### config.mk
export PLATFORM = sky130hd
export DESIGN_NAME = cop_option_guard
export DESIGN_NICKNAME = d
export VERILOG_FILES = /design/src/design/cop_pkg.sv /design/src/design/cop_option_guard.sv
export VERILOG_INCLUDE_DIRS = /design/src /design/src/design
export SDC_FILE = /design/constraint.sdc
export NUM_CORES = 1
export LEC_CHECK = 0
export BUFFER_PORTS_ARGS = -buffer_cell sky130_fd_sc_hd__buf_2
export CELL_PAD_IN_SITES_DETAIL_PLACEMENT = 1
export CELL_PAD_IN_SITES_GLOBAL_PLACEMENT = 1
export CORE_AREA = 2 2 58 49
export DETAILED_ROUTE_END_ITERATION = 8
export DIE_AREA = 0 0 60 51
export GPL_ROUTABILITY_DRIVEN = 0
export HOLD_SLACK_MARGIN = 0.12
export PLACE_DENSITY_LB_ADDON = 0.05
export SYNTH_ARGS = -nofsm -noshare
export SYNTH_HDL_FRONTEND = slang
export SYNTH_SLANG_ARGS = --single-unit
### constraint.sdc
create_clock -name mclk_in -period 1.9 [get_ports mclk_in]
set_input_delay 0.38 -clock mclk_in [delete_from_list [all_inputs] [get_ports mclk_in]]
set_output_delay 0.38 -clock mclk_in [all_outputs]
set_load 0.03 [all_outputs]
### src/design/cop_option_regs.svh
/*
  Offsets, field positions and reset values of the two configuration option
  bytes, plus the address bounds of the guarded flash areas.
  Assumes a 12-bit program address space for the on-chip flash.
*/
`ifndef COP_OPTION_REGS_SVH
`define COP_OPTION_REGS_SVH

// option byte locations in program memory
`define COP_REGION_OPT_OFS   12'h01e
`define COP_CORE_OPT_OFS     12'h01f
`define COP_OPT_RESET        8'h00

// core option byte fields
`define COP_CORE_RDLOCK_BIT  3'd7
`define COP_CORE_WRLOCK_BIT  3'd6
`define COP_CORE_VECTOR_BIT  3'd4
`define COP_CORE_RSTSEL_BIT  3'd0

// region option byte fields
`define COP_REGION_EN_BIT    3'd2
`define COP_REGION_SZ_HI     3'd1
`define COP_REGION_SZ_LO     3'd0

// guarded address bounds
`define COP_VECTOR_LAST      12'h0ff
`define COP_REGION_FIRST     12'h100
`define COP_REGION_LAST_0    12'h3ff
`define COP_REGION_LAST_1    12'h7ff
`define COP_REGION_LAST_2    12'hbff
`define COP_REGION_LAST_3    12'hf7f

`endif

### src/design/cop_pkg.sv
/*
  Types shared by the option protection block.
  Assumes the option constants header is compiled alongside.
*/
package cop_pkg;

  // flash operation kinds from the sequencer
  typedef enum logic [0:0] {
    COP_OP_ERASE = 1'b0,
    COP_OP_WRITE = 1'b1
  } cop_op_t;

  // one flash erase or write request
  typedef struct packed {
    logic        valid;
    cop_op_t     op;
    logic [11:0] addr;
  } cop_req_t;

  // decoded protection controls
  typedef struct packed {
    logic       read_lock;
    logic       code_write_lock;
    logic       vector_area_guard;
    logic       reset_pin_select;
    logic       region_guard_enable;
    logic [1:0] region_size;
  } cop_ctrl_t;

endpackage

### src/design/cop_option_guard.sv
/*
  Latches the two configuration option bytes during reset and decodes them
  into flash erase/write guards, an external read lock and the function of
  the shared reset/port pin.
  Assumes the flash array presents the option bytes on its ports while the
  reset is held, and that the sequencer only acts on an accepted request.
*/
// Behaviour
// - core option bit 7 locks reads, bit 6 writes, bit 4 guards vectors, bit 0 picks reset.
// - with the vector guard set, erase of addresses 00 to ff is refused.
// - reset pin select 0 makes the shared pin a port pin, 1 makes it the reset input.
// - region option bit 2 enables the region guard and bits 1:0 give its size.
// - with the region guard enabled, erase and write inside the region are refused.
// - the size code has no effect unless the region guard is enabled.
// - the region starts at 0100 and ends at 03ff, 07ff, 0bff or 0f7f by size code.
`timescale 1ns/1ps
`default_nettype none
`include "cop_option_regs.svh"

module cop_option_guard (
  // clock and reset
  input  wire logic              mclk_in,
  input  wire logic              nrst_in,
  // option bytes from the flash array
  input  wire logic [7:0]        core_opt_in,
  input  wire logic [7:0]        region_opt_in,
  // flash request from the sequencer
  input  wire cop_pkg::cop_req_t req_in,
  output logic                   req_accept_out,
  output logic                   req_reject_out,
  // external program read
  input  wire logic              ext_rd_req_in,
  output logic                   ext_rd_allow_out,
  // shared pin
  input  wire logic              shared_port_pin_in,
  output logic                   external_reset_pin_n_out,
  output logic                   port_data_out,
  // option readback
  output logic [7:0]             core_protect_option_out,
  output logic [7:0]             region_protect_option_out
);

  cop_pkg::cop_ctrl_t ctrl_q;
  cop_pkg::cop_ctrl_t ctrl_d;
  logic               rst_n_q;
  logic               rst_n_d;
  logic               port_q;
  logic               port_d;
  logic [11:0]        region_last;
  logic               in_vector;
  logic               in_region;
  logic               blocked;

  // capture during reset
  // next options: held in reset, loaded from the array; fixed afterwards
  always_comb begin
    ctrl_d = ctrl_q;
    if (!nrst_in) begin
      ctrl_d.read_lock         = core_opt_in[`COP_CORE_RDLOCK_BIT];
      ctrl_d.code_write_lock   = core_opt_in[`COP_CORE_WRLOCK_BIT];
      ctrl_d.vector_area_guard = core_opt_in[`COP_CORE_VECTOR_BIT];
      ctrl_d.reset_pin_select  = core_opt_in[`COP_CORE_RSTSEL_BIT];
      ctrl_d.region_guard_enable = region_opt_in[`COP_REGION_EN_BIT];
      ctrl_d.region_size         = region_opt_in[`COP_REGION_SZ_HI:`COP_REGION_SZ_LO];
    end
  end

  always_ff @(posedge mclk_in) begin
    ctrl_q <= ctrl_d;
  end

  always_comb begin
    case (ctrl_q.region_size)
      2'h0:    region_last = `COP_REGION_LAST_0;
      2'h1:    region_last = `COP_REGION_LAST_1;
      2'h2:    region_last = `COP_REGION_LAST_2;
      2'h3:    region_last = `COP_REGION_LAST_3;
      default: region_last = `COP_REGION_LAST_0;
    endcase
  end

  assign in_region = ctrl_q.region_guard_enable && (req_in.addr >= `COP_REGION_FIRST)
                     && (req_in.addr <= region_last);
  assign in_vector = req_in.addr <= `COP_VECTOR_LAST;

  // refusal decode; combinational so the sequencer sees it in the request cycle
  always_comb begin
    blocked = 1'b0;
    if (ctrl_q.vector_area_guard && in_vector && req_in.op == cop_pkg::COP_OP_ERASE) begin
      blocked = 1'b1;
    end
    if (in_region) begin
      blocked = 1'b1;
    end
    if (ctrl_q.code_write_lock && req_in.op == cop_pkg::COP_OP_WRITE) begin
      blocked = 1'b1;
    end
  end

  // refused request never reaches the array
  assign req_accept_out = nrst_in && req_in.valid && !blocked;
  assign req_reject_out = nrst_in && req_in.valid && blocked;

  assign ext_rd_allow_out = nrst_in && ext_rd_req_in && !ctrl_q.read_lock;

  // shared pin routing
  // registered so the reset and port paths never glitch on decode changes
  always_comb begin
    rst_n_d = 1'b1;
    port_d  = 1'b0;
    if (nrst_in) begin
      if (ctrl_q.reset_pin_select) begin
        rst_n_d = shared_port_pin_in;
      end else begin
        port_d = shared_port_pin_in;
      end
    end
  end

  always_ff @(posedge mclk_in) begin
    rst_n_q <= rst_n_d;
    port_q  <= port_d;
  end

  assign external_reset_pin_n_out = rst_n_q;
  assign port_data_out            = port_q;

  // readback with reserved bits as zero
  assign core_protect_option_out = {ctrl_q.read_lock, ctrl_q.code_write_lock, 1'b0,
                                    ctrl_q.vector_area_guard, 3'h0, ctrl_q.reset_pin_select};
  assign region_protect_option_out = {5'h00, ctrl_q.region_guard_enable, ctrl_q.region_size};

  // checks
  vector_erase_guard_a: assert property (@(posedge mclk_in) disable iff (!nrst_in)
    (req_in.valid && ctrl_q.vector_area_guard && req_in.addr <= 12'h0ff
     && req_in.op == cop_pkg::COP_OP_ERASE) |-> (req_reject_out && !req_accept_out))
    else $error("vector erase not refused");
  vector_open_a: assert property (@(posedge mclk_in) disable iff (!nrst_in)
    (req_in.valid && req_in.addr <= 12'h0ff && !ctrl_q.code_write_lock
     && (!ctrl_q.vector_area_guard || req_in.op == cop_pkg::COP_OP_WRITE))
    |-> req_accept_out)
    else $error("vector area wrongly refused");
  region_guard_a: assert property (@(posedge mclk_in) disable iff (!nrst_in)
    (req_in.valid && ctrl_q.region_guard_enable && req_in.addr >= 12'h100
     && req_in.addr <= 12'h3ff) |-> req_reject_out)
    else $error("region access not refused");
  region_size_top_a: assert property (@(posedge mclk_in) disable iff (!nrst_in)
    (req_in.valid && ctrl_q.region_guard_enable && ctrl_q.region_size == 2'h3
     && req_in.addr == 12'hf80 && !ctrl_q.code_write_lock) |-> req_accept_out)
    else $error("region end overshoots");
  region_off_a: assert property (@(posedge mclk_in) disable iff (!nrst_in)
    (req_in.valid && !ctrl_q.region_guard_enable && req_in.addr >= 12'h100
     && !ctrl_q.code_write_lock) |-> req_accept_out)
    else $error("size code acted while disabled");
  write_lock_a: assert property (@(posedge mclk_in) disable iff (!nrst_in)
    (req_in.valid && ctrl_q.code_write_lock && req_in.op == cop_pkg::COP_OP_WRITE)
    |-> !req_accept_out)
    else $error("write passed the lock");
  read_lock_a: assert property (@(posedge mclk_in) disable iff (!nrst_in)
    ext_rd_req_in |-> (ext_rd_allow_out == !core_protect_option_out[7]))
    else $error("read lock mismatch");
  options_stable_a: assert property (@(posedge mclk_in) disable iff (!nrst_in)
    $past(nrst_in) |-> $stable(core_protect_option_out) && $stable(region_protect_option_out))
    else $error("options changed outside reset");
  pin_route_a: assert property (@(posedge mclk_in) disable iff (!nrst_in)
    (nrst_in && !core_protect_option_out[0]) ##1 $stable(core_protect_option_out)
    |-> (external_reset_pin_n_out && port_data_out == $past(shared_port_pin_in)))
    else $error("pin not routed as port");
  option_load_a: assert property (@(posedge mclk_in)
    (!nrst_in ##1 nrst_in) |-> (core_protect_option_out == ($past(core_opt_in) & 8'hd1)))
    else $error("core option not latched");

  region_load_a: assert property (@(posedge mclk_in)
    (!nrst_in ##1 nrst_in) |-> (region_protect_option_out == ($past(region_opt_in) & 8'h07)))
    else $error("region option not latched");

  reset_quiet_a: assert property (@(posedge mclk_in)
    !nrst_in |-> (!req_accept_out && !req_reject_out && !ext_rd_allow_out))
    else $error("output active during reset");

  blank_options_a: assert property (@(posedge mclk_in) disable iff (!nrst_in)
    (req_in.valid && core_protect_option_out == 8'h00
     && region_protect_option_out == 8'h00) |-> req_accept_out)
    else $error("blank options refused a request");

  region_one_last_a: assert property (@(posedge mclk_in) disable iff (!nrst_in)
    (req_in.valid && ctrl_q.region_guard_enable && ctrl_q.region_size == 2'h1
     && req_in.addr == 12'h7ff) |-> req_reject_out)
    else $error("region end too low for code 1");

  region_mid_last_a: assert property (@(posedge mclk_in) disable iff (!nrst_in)
    (req_in.valid && ctrl_q.region_guard_enable && ctrl_q.region_size == 2'h2
     && req_in.addr == 12'hbff) |-> req_reject_out)
    else $error("region end too low for code 2");

  region_mid_next_a: assert property (@(posedge mclk_in) disable iff (!nrst_in)
    (req_in.valid && ctrl_q.region_guard_enable && ctrl_q.region_size == 2'h2
     && req_in.addr == 12'hc00 && !ctrl_q.code_write_lock) |-> req_accept_out)
    else $error("region end too high for code 2");

  pin_reset_a: assert property (@(posedge mclk_in) disable iff (!nrst_in)
    (nrst_in && core_protect_option_out[0]) ##1 $stable(core_protect_option_out)
    |-> (!port_data_out && external_reset_pin_n_out == $past(shared_port_pin_in)))
    else $error("pin not routed as reset");

endmodule

`default_nettype wire

==> flow_summary.json, run 1 <==
{
  "p_seq_share_pct": 42.9,
  "cts_buffers": 3,
  "routed_via_density": 3.84,
  "crit_type": "reg -> out",
  "setup_viol": 2,
  "grt_pass1_vias": 509,
  "yosysTopAreaCell": "edfxtp_1",
  "worst-path-buf-inv": 3,
  "fin_worst_skew_ns": 0.000162,
  "routedWlPerCell_um": 10.4,
  "yosysTopAreaCellShare_pct": 42.4,
  "comb_power_share_pct": 30.7,
  "diodes": 0,
  "whs_ns": 0.297,
  "leakage_nw": 0.393,
  "finalMaxSlewViolations": 0,
  "die_x_um": 60,
  "synth_warnings": 0,
  "violations": "negative setup slack",
  "final_nets": 132,
  "io_buffers": 36,
  "status": "finished, violations left",
  "use_met2_pct": 18.1,
  "root_buffer": "clkbuf_4",
  "antenna_found_initial": 0,
  "dpl-instance-area_um2": 757,
  "report.power.total_mw": 0.552,
  "hold_buffers": 0,
  "pwr-share-clk_pct": 26.5,
  "hold_violations": 0,
  "grt_pass1_wl_um": 2120,
  "fin_cells": 132,
  "cp.required_ns": 1.52,
  "post-route-min-period_ns": 2.16,
  "syn_inst": 46,
  "fmax_mhz": 464,
  "synth_area_per_cell_um2": 10.8,
  "drc": 0,
  "path_cells": "inv_2 -> ha_1 -> nand4_1 -> o21ai_1 -> o31ai_2 -> buf_4 -> a31oi_4 -> buf_6",
  "cts_buffer_depth": 2,
  "cts.sinks": 9,
  "synth-seq-area-share_pct": 50.5,
  "end_kind": "output pin",
  "powerDensity_nw_per_um2": 662,
  "clock_latency_ns": 0.25,
  "synthDistinctLibCells": 21,
  "drtIter0Drc": 19,
  "peakVddDrop_uv": 253,
  "clk_pin_slew_worst_paths_ns": 0.06,
  "num_rows": 17,
  "synthTopCellsByArea": "edfxtp_1 42%, buf_4 14%, dfxtp_1 8.1%",
  "grt_overflow": 0,
  "postLayoutSetupSlackWorst_ns": -0.257,
  "dieArea_um2": 3060,
  "hold_path_class": "in -> reg",
  "cts_tree": "yes",
  "via_count": 507,
  "final_antenna_net_count": 0,
  "grt_start_max_net_pins": 9,
  "die_y_um": 51,
  "utilization_pct": 32.4,
  "grt.met1_usage_pct": 10.1,
  "htreeDepth": 1,
  "dp_worst_setup_slack_ns": -0.233,
  "setup_tns_ns": -0.504,
  "slowest_stage": "edfxtp_1",
  "start_util_pct": 19.3,
  "dp_cells": 125,
  "power.switching_mw": 0.178,
  "coreArea_um2": 2570,
  "netlist_area_um2": 495,
  "drive_gt1_share_pct": 57.4,
  "pin_count": 55,
  "cap_violations": 0,
  "syn2layout_area_growth_pct": 68.2,
  "dr.pass1.iters": 2,
  "crit_path_max_fanout": 2,
  "wl_um": 1370,
  "grt_use_total_pct": 9.73,
  "switching_share_pct": 32.2,
  "cp-start-kind": "flip-flop",
  "design_area_um2": 833,
  "arrival_ns": 1.78,
  "hpwl_um": 1190,
  "crit_path_max_incr_delay_ns": 0.36,
  "crit_family": "compound AO/OA/AOI/OAI gates",
  "intPower_mw": 0.374,
  "finalCritPeriodShare_pct": 114,
  "ys_ff_latch": 9,
  "rsz0062_at_grt": "true",
  "busiest_layer": "met2",
  "use_met3_pct": 2.28
}
final cells by class:
type	instances	area (um^2)
flip-flops and latches	9	250
clock buffers	4	26.3
repair buffers	45	260
well taps	38	47.5
fillers	302	1740
inverters	4	15.0
multi-input cells	32	234
state kept, by name, indices dropped and copies added (netlist names):
| name | flops |
|---|---|
| core_protect_option_out | 4 |
| port_data_out | 1 |
| external_reset_pin_n_out | 1 |
| region_protect_option_out | 3 |
worst paths after layout:
| kind | cells past startpoint | slack, ns | start | endpoint |
|---|---|---|---|---|
| worst max-delay path | 8 | -0.26 | region_protect_option_out[1] | req_accept_out |
| worst min-delay path | 1 | 0.30 | region_opt_in[1] | region_protect_option_out[1] |
| worst max register to register | 1 | 1.23 | core_protect_option_out[0] | port_data_out |
| worst min register to register | 1 | 0.47 | core_protect_option_out[0] | port_data_out |
power by group through the flow:
stage / Clock, mW / Sequential, mW / Combinational [mW]
6_report: 0.146 / 0.237 / 0.169
5_1_grt: 0.175 / 0.238 / 0.184
4_1_cts: 0.159 / 0.236 / 0.165
3_5_place_dp: 0 / 0.241 / 0.155
3_3_place_gp: 0 / 0.240 / 0.153
2_1_floorplan: 0 / 0.268 / 0.0771
layout by cell type (no fill, tap or decap), drive strengths merged:
cell     count
inv          4
nor2b        1
nor4         1
conb         9
o31ai        1
dfxtp        2
a22oi        1
clkbuf       4
o2bb2ai      1
nand3        1
nand3b       1
a21oi        1
edfxtp       7
nor3b        2
ha           3
a31oi        1
or4          1
nand4        3
nor2         2
nand2        2
o21ai        1
buf         45
synth_stat cells:
library cell	instances
nand3_1	1
nor2b_1	1
o2bb2ai_1	1
or4_1	1
dfxtp_1	2
ha_1	3
nand3b_1	1
conb_1	1
o31ai_1	1
buf_4	9
a22oi_1	1
nand4_1	3
nor2_1	2
o21ai_0	1
a31oi_1	1
nor4_1	1
nor3b_1	2
edfxtp_1	7
inv_1	4
nand2_1	2
a21oi_1	1
cell families (layout without fill, tap and decap cells):
logic type | after synthesis | count (layout) | synth area share (%)
buffers and inverters | 13 | 53 | 16.7
flip-flops | 9 | 9 | 50.5
AND/OR/NAND/NOR | 14 | 14 | 16.4
other | 1 | 9 | 0.757
adder cells (fa/ha/maj) | 3 | 3 | 7.58
AO/OA/AOI/OAI | 6 | 6 | 8.08
timing repair:
item / 4_1_cts / 5_1_grt
resized for setup: 6 / 3
setup buffers: 2 / 1
gates cloned: 0 / 0
hold endpoints to repair: 0 / 0
pin swaps: 3 / 1
endpoints found under the setup margin: 2 / 2
layer usage:
| layer | routed length [um] | vias to the layer above |
|---|---|---|
| met2 | 754 | 23 |
| li1 | - | 247 |
| met5 | 0 | - |
| met4 | 12 | 0 |
| met1 | 530 | 235 |
| met3 | 74 | 2 |
Note: power is estimated with default switching activity, not from simulation.
==> run 2: changes to the inputs <==
==> constraint.sdc (replaced) <==
create_clock -name mclk_in -period 1.9 [get_ports mclk_in]
set_input_delay 0.38 -clock mclk_in [delete_from_list [all_inputs] [get_ports mclk_in]]
set_output_delay 0.38 -clock mclk_in [all_outputs]
set_load 0.1 [all_outputs]
==> run 2 against run 1 <==
Net effect: the flow still finishes with violations (negative setup slack); fmax down 3.6%; sequential share of layout area up 0.27 points; combinational power up 86%; core utilization down 0.29 points; count of clock-buffer cells in the layout unchanged; clock skew up 0.0038 ns; sequential power about the same; critical path depth unchanged; hold slack better by 0.0042 ns; register-to-register slack about the same; global-route usage down 2.1 points; total power up 25%.
==> flow_summary.json, run 2 (synthesized netlist as in run 1, its figures left out) <==
{
  "leakage_nw": 0.378,
  "hpwl_um": 1030,
  "htreeDepth": 1,
  "cp-start-kind": "flip-flop",
  "report.power.total_mw": 0.690,
  "rsz0062_at_grt": "true",
  "dr.pass1.iters": 2,
  "cap_violations": 0,
  "finalCritPeriodShare_pct": 118,
  "grt_use_total_pct": 7.66,
  "arrival_ns": 1.86,
  "hold_violations": 0,
  "utilization_pct": 32.1,
  "diodes": 0,
  "final_nets": 128,
  "post-route-min-period_ns": 2.24,
  "pin_count": 55,
  "grt.met1_usage_pct": 8.74,
  "grt_pass1_vias": 436,
  "syn2layout_area_growth_pct": 66.7,
  "busiest_layer": "met2",
  "drtIter0Drc": 1,
  "design_area_um2": 826,
  "status": "finished, violations left",
  "routedWlPerCell_um": 8.92,
  "die_y_um": 51,
  "cp.required_ns": 1.52,
  "powerDensity_nw_per_um2": 835,
  "fill_cells": 315,
  "crit_type": "reg -> out",
  "fin_worst_skew_ns": 0.00394,
  "antenna_found_initial": 0,
  "drive_gt1_share_pct": 55.6,
  "mostFrequentLayoutCell": "buf_2",
  "grt_start_max_net_pins": 9,
  "whs_ns": 0.302,
  "violations": "negative setup slack",
  "dpl-instance-area_um2": 792,
  "wl_um": 1140,
  "start_util_pct": 19.3,
  "r2r_slack_ns": 1.24,
  "hold_path_class": "in -> reg",
  "num_rows": 17,
  "cts_buffers": 3,
  "via_count": 483,
  "peakVddDrop_uv": 353,
  "use_met2_pct": 12.1,
  "dieArea_um2": 3060,
  "crit_path_max_fanout": 2,
  "routed_via_density": 3.77,
  "cts_tree": "yes",
  "root_buffer": "clkbuf_4",
  "final_antenna_net_count": 0,
  "postLayoutSetupSlackWorst_ns": -0.338,
  "cts.sinks": 9,
  "grt_pass1_wl_um": 1730,
  "drc": 0,
  "dp_worst_setup_slack_ns": -0.218,
  "end_kind": "output pin",
  "grt_overflow": 0,
  "layout_common_cells": "34 x buf_2, 9 x conb_1, 7 x edfxtp_1, 5 x buf_4",
  "die_x_um": 60,
  "coreArea_um2": 2570,
  "use_met3_pct": 2.78,
  "setup_viol": 2,
  "clock_latency_ns": 0.25,
  "cts_buffer_depth": 2,
  "finalMaxSlewViolations": 0,
  "clk_pin_slew_worst_paths_ns": 0.06,
  "fmax_mhz": 447,
  "largest_reg_flops": 4,
  "io_buffers": 36
}
-- run 2: cell count changes in the layout (fill, tap and decap cells not counted) --
cell / delta
buf_6: -2
buf_4: -4
buf_12: +2
nor2_4: +1
nor2_2: -1
-- run 2: cell type report --
cell class / count / area (um^2) / area share (%)
tap: 38 / 47.5 / 5.76
multi-input combinational: 32 / 239 / 28.9
inverter: 4 / 15.0 / 1.82
clock buffer: 4 / 26.3 / 3.18
sequential: 9 / 250 / 30.3
timing repair buffer: 41 / 248 / 30.0
-- run 2: final timing paths --
path	start	endpoint	cells past startpoint
min reg2reg	core_protect_option_out[0]	port_data_out	1
min	core_opt_in[7]	core_protect_option_out[7]	1
max reg2reg	core_protect_option_out[0]	port_data_out	1
max	region_protect_option_out[1]	req_accept_out	8
-- run 2: metal layers --
layer | share of wire, % | routed length [um]
met1 | 43 | 496
met2 | 45 | 518
met3 | 9.7 | 111
met4 | 1.2 | 14
met5 | 0 | 0
-- run 2: repair_timing --
item / CTS / global route
buffers inserted: 1 / 0
pin swaps: 3 / 2
endpoints found under the setup margin: 2 / 2
resized for setup: 1 / 1
hold buffers: 0 / 0
-- run 2: stage by stage --
stage | TNS (ns) | instances
after floorplan | -1.70 | 54
after global placement | -0.381 | 123
after detailed placement | -0.386 | 123
after CTS | -0.711 | 128
after global routing | -0.865 | 128
final | -0.643 | 128
-- run 2: where the power goes --
group	internal, mW	leakage [nW]	switching, mW	total [mW]
Sequential	0.228	0.0850	0.00868	0.237
Combinational	0.0649	0.278	0.249	0.314
Clock	0.0804	0.0150	0.0582	0.139
-- run 2: critical path: stages, from the launching register on --
cell and delay [ns]:
edfxtp_1 0.36, inv_2 0.05, ha_1 0.28, nand4_1 0.13
o21ai_1 0.17, o31ai_2 0.09, buf_4 0.16, a31oi_4 0.17
buf_12 0.19
==> run 3: changes to the inputs <==
==> constraint.sdc (replaced) <==
create_clock -name mclk_in -period 1.9 [get_ports mclk_in]
set_input_delay 0.38 -clock mclk_in [delete_from_list [all_inputs] [get_ports mclk_in]]
set_output_delay 0.38 -clock mclk_in [all_outputs]
set_load 0.005 [all_outputs]
==> run 3 against run 2 <==
Net effect: the flow still finishes with violations (negative setup slack); final cell count fell by 2.3%; critical path depth down 1; worst setup slack gained 0.13 ns; combinational power shrank 72%; via count decreased by 6.2%; die area stayed put; sequential power barely moved; total power down 32%; non-clock buffer count fell by 3; register-to-register slack is essentially flat.
==> flow_summary.json, run 3 (synthesized netlist as in run 1, its figures left out) <==
{
  "status": "finished, violations left",
  "violations": "negative setup slack",
  "path_cells": "inv_2 -> nor2_1 -> ha_1 -> nand4_1 -> o31ai_2 -> o2bb2ai_1 -> buf_2",
  "setup_viol": 2,
  "grt_pass1_vias": 353,
  "dp_cells": 120,
  "intPower_mw": 0.351,
  "worst-path-buf-inv": 2,
  "start_util_pct": 19.3,
  "r2r_slack_ns": 1.25,
  "drc": 0,
  "grt_start_max_net_pins": 9,
  "rsz0062_at_grt": "true",
  "finalCritPeriodShare_pct": 111,
  "crit_path_max_fanout": 2,
  "routedWlPerCell_um": 9.34,
  "grt_pass1_wl_um": 1580,
  "drtIter0Drc": 4,
  "drive_gt1_share_pct": 50.6,
  "final_nets": 125,
  "design_area_um2": 733,
  "post-route-min-period_ns": 2.11,
  "timing.rr.start": "core_protect_option_out[0]",
  "utilization_pct": 28.5,
  "die_x_um": 60,
  "peakVddDrop_uv": 334,
  "io_buffers": 36,
  "worstRegToRegCells": 1,
  "holdPathStages": 1,
  "antenna_found_initial": 0,
  "dpl-instance-area_um2": 693,
  "dieArea_um2": 3060,
  "report.power.total_mw": 0.467,
  "crit_type": "reg -> out",
  "num_rows": 17,
  "rr_endpoint": "port_data_out",
  "switching_share_pct": 24.8,
  "finalMaxSlewViolations": 0,
  "fill_cells": 324,
  "hold_violations": 0,
  "clock_latency_ns": 0.26,
  "wl_um": 1170,
  "fin_cells": 125,
  "slowest_stage": "edfxtp_1",
  "worstHoldStart": "region_opt_in[2]",
  "pwr-share-clk_pct": 31.0,
  "holdPathEnd": "region_protect_option_out[2]",
  "cts_tree": "yes",
  "root_buffer": "clkbuf_4",
  "layout_common_cells": "36 x buf_2, 9 x conb_1, 7 x edfxtp_1",
  "coreArea_um2": 2570,
  "fin_worst_skew_ns": 0.0000934,
  "final_antenna_net_count": 0,
  "leakage_nw": 0.355,
  "grt_overflow": 0,
  "cts_buffers": 3,
  "powerDensity_nw_per_um2": 637,
  "comb_power_share_pct": 18.8,
  "grt_use_total_pct": 7.15,
  "hold_buffers": 0,
  "via_count": 453,
  "cap_violations": 0,
  "fmax_mhz": 474,
  "pin_count": 55,
  "cp.required_ns": 1.52,
  "power.switching_mw": 0.116,
  "mostFrequentLayoutCell": "buf_2",
  "die_y_um": 51,
  "syn2layout_area_growth_pct": 48.0,
  "cts.sinks": 9,
  "diodes": 0,
  "cp-start-kind": "flip-flop",
  "largest_reg_flops": 4,
  "cts_buffer_depth": 2,
  "htreeDepth": 1,
  "crit_family": "compound AO/OA/AOI/OAI gates",
  "dr.pass1.iters": 4,
  "arrival_ns": 1.73,
  "postLayoutSetupSlackWorst_ns": -0.209,
  "clk_pin_slew_worst_paths_ns": 0.06,
  "routed_via_density": 3.62,
  "hold_path_class": "in -> reg",
  "crit_path_max_incr_delay_ns": 0.40,
  "p_seq_share_pct": 50.2,
  "end_kind": "output pin"
}
## run 3: repair_timing
item | CTS | global route
pin swaps | 2 | 0
buffers inserted | 1 | 0
endpoints found under the setup margin | 2 | 2
endpoints found under the hold margin | 0 | 0
resized for setup | 3 | 0
## run 3: worst max-delay path by stage
stage | startpoint | to | slack, ns | cells past startpoint
2_1_floorplan | region_protect_option_out[1] | req_reject_out | 0.30 | 6
3_3_place_gp | req_in[11] | req_reject_out | -0.05 | 6
3_5_place_dp | req_in[11] | req_reject_out | -0.07 | 6
4_1_cts | region_protect_option_out[0] | req_reject_out | -0.20 | 7
5_1_grt | region_protect_option_out[0] | req_reject_out | -0.31 | 7
6_report | region_protect_option_out[0] | req_reject_out | -0.21 | 7
## run 3: routing by layer
layer  vias up  wire, um  track usage, %
li1        232         -               -
met1       198       523            10.2
met2        23       540            9.42
met3         0       104            2.53
met4         0         0            3.33
met5         -         0               0
## run 3: through the flow
step	TNS [ns]	setup WS, ns	hold slack (ns)
2_1_floorplan	0	0.297	0.464
3_3_place_gp	-0.0921	-0.0538	0.471
3_5_place_dp	-0.120	-0.0714	0.462
4_1_cts	-0.356	-0.197	0.280
5_1_grt	-0.573	-0.312	0.276
6_report	-0.369	-0.209	0.294
## run 3: layout make-up
class | count | area, um^2 | area share (%)
flip-flops and latches | 9 | 250 | 34.1
multi-input cells | 32 | 198 | 27.0
repair buffers | 38 | 195 | 26.6
well taps | 38 | 47.5 | 6.48
clock buffers | 3 | 22.5 | 3.07
inverters | 4 | 15.0 | 2.05
clock inverters | 1 | 5.00 | 0.683
## run 3: power by group through the flow
stage / clock network (mW) / logic, mW / registers (mW)
after global placement: 0 / 0.0831 / 0.239
after detailed placement: 0 / 0.0835 / 0.239
after global routing: 0.166 / 0.100 / 0.236
final: 0.145 / 0.0877 / 0.234
after CTS: 0.154 / 0.0880 / 0.235
after floorplan: 0 / 0.0433 / 0.240
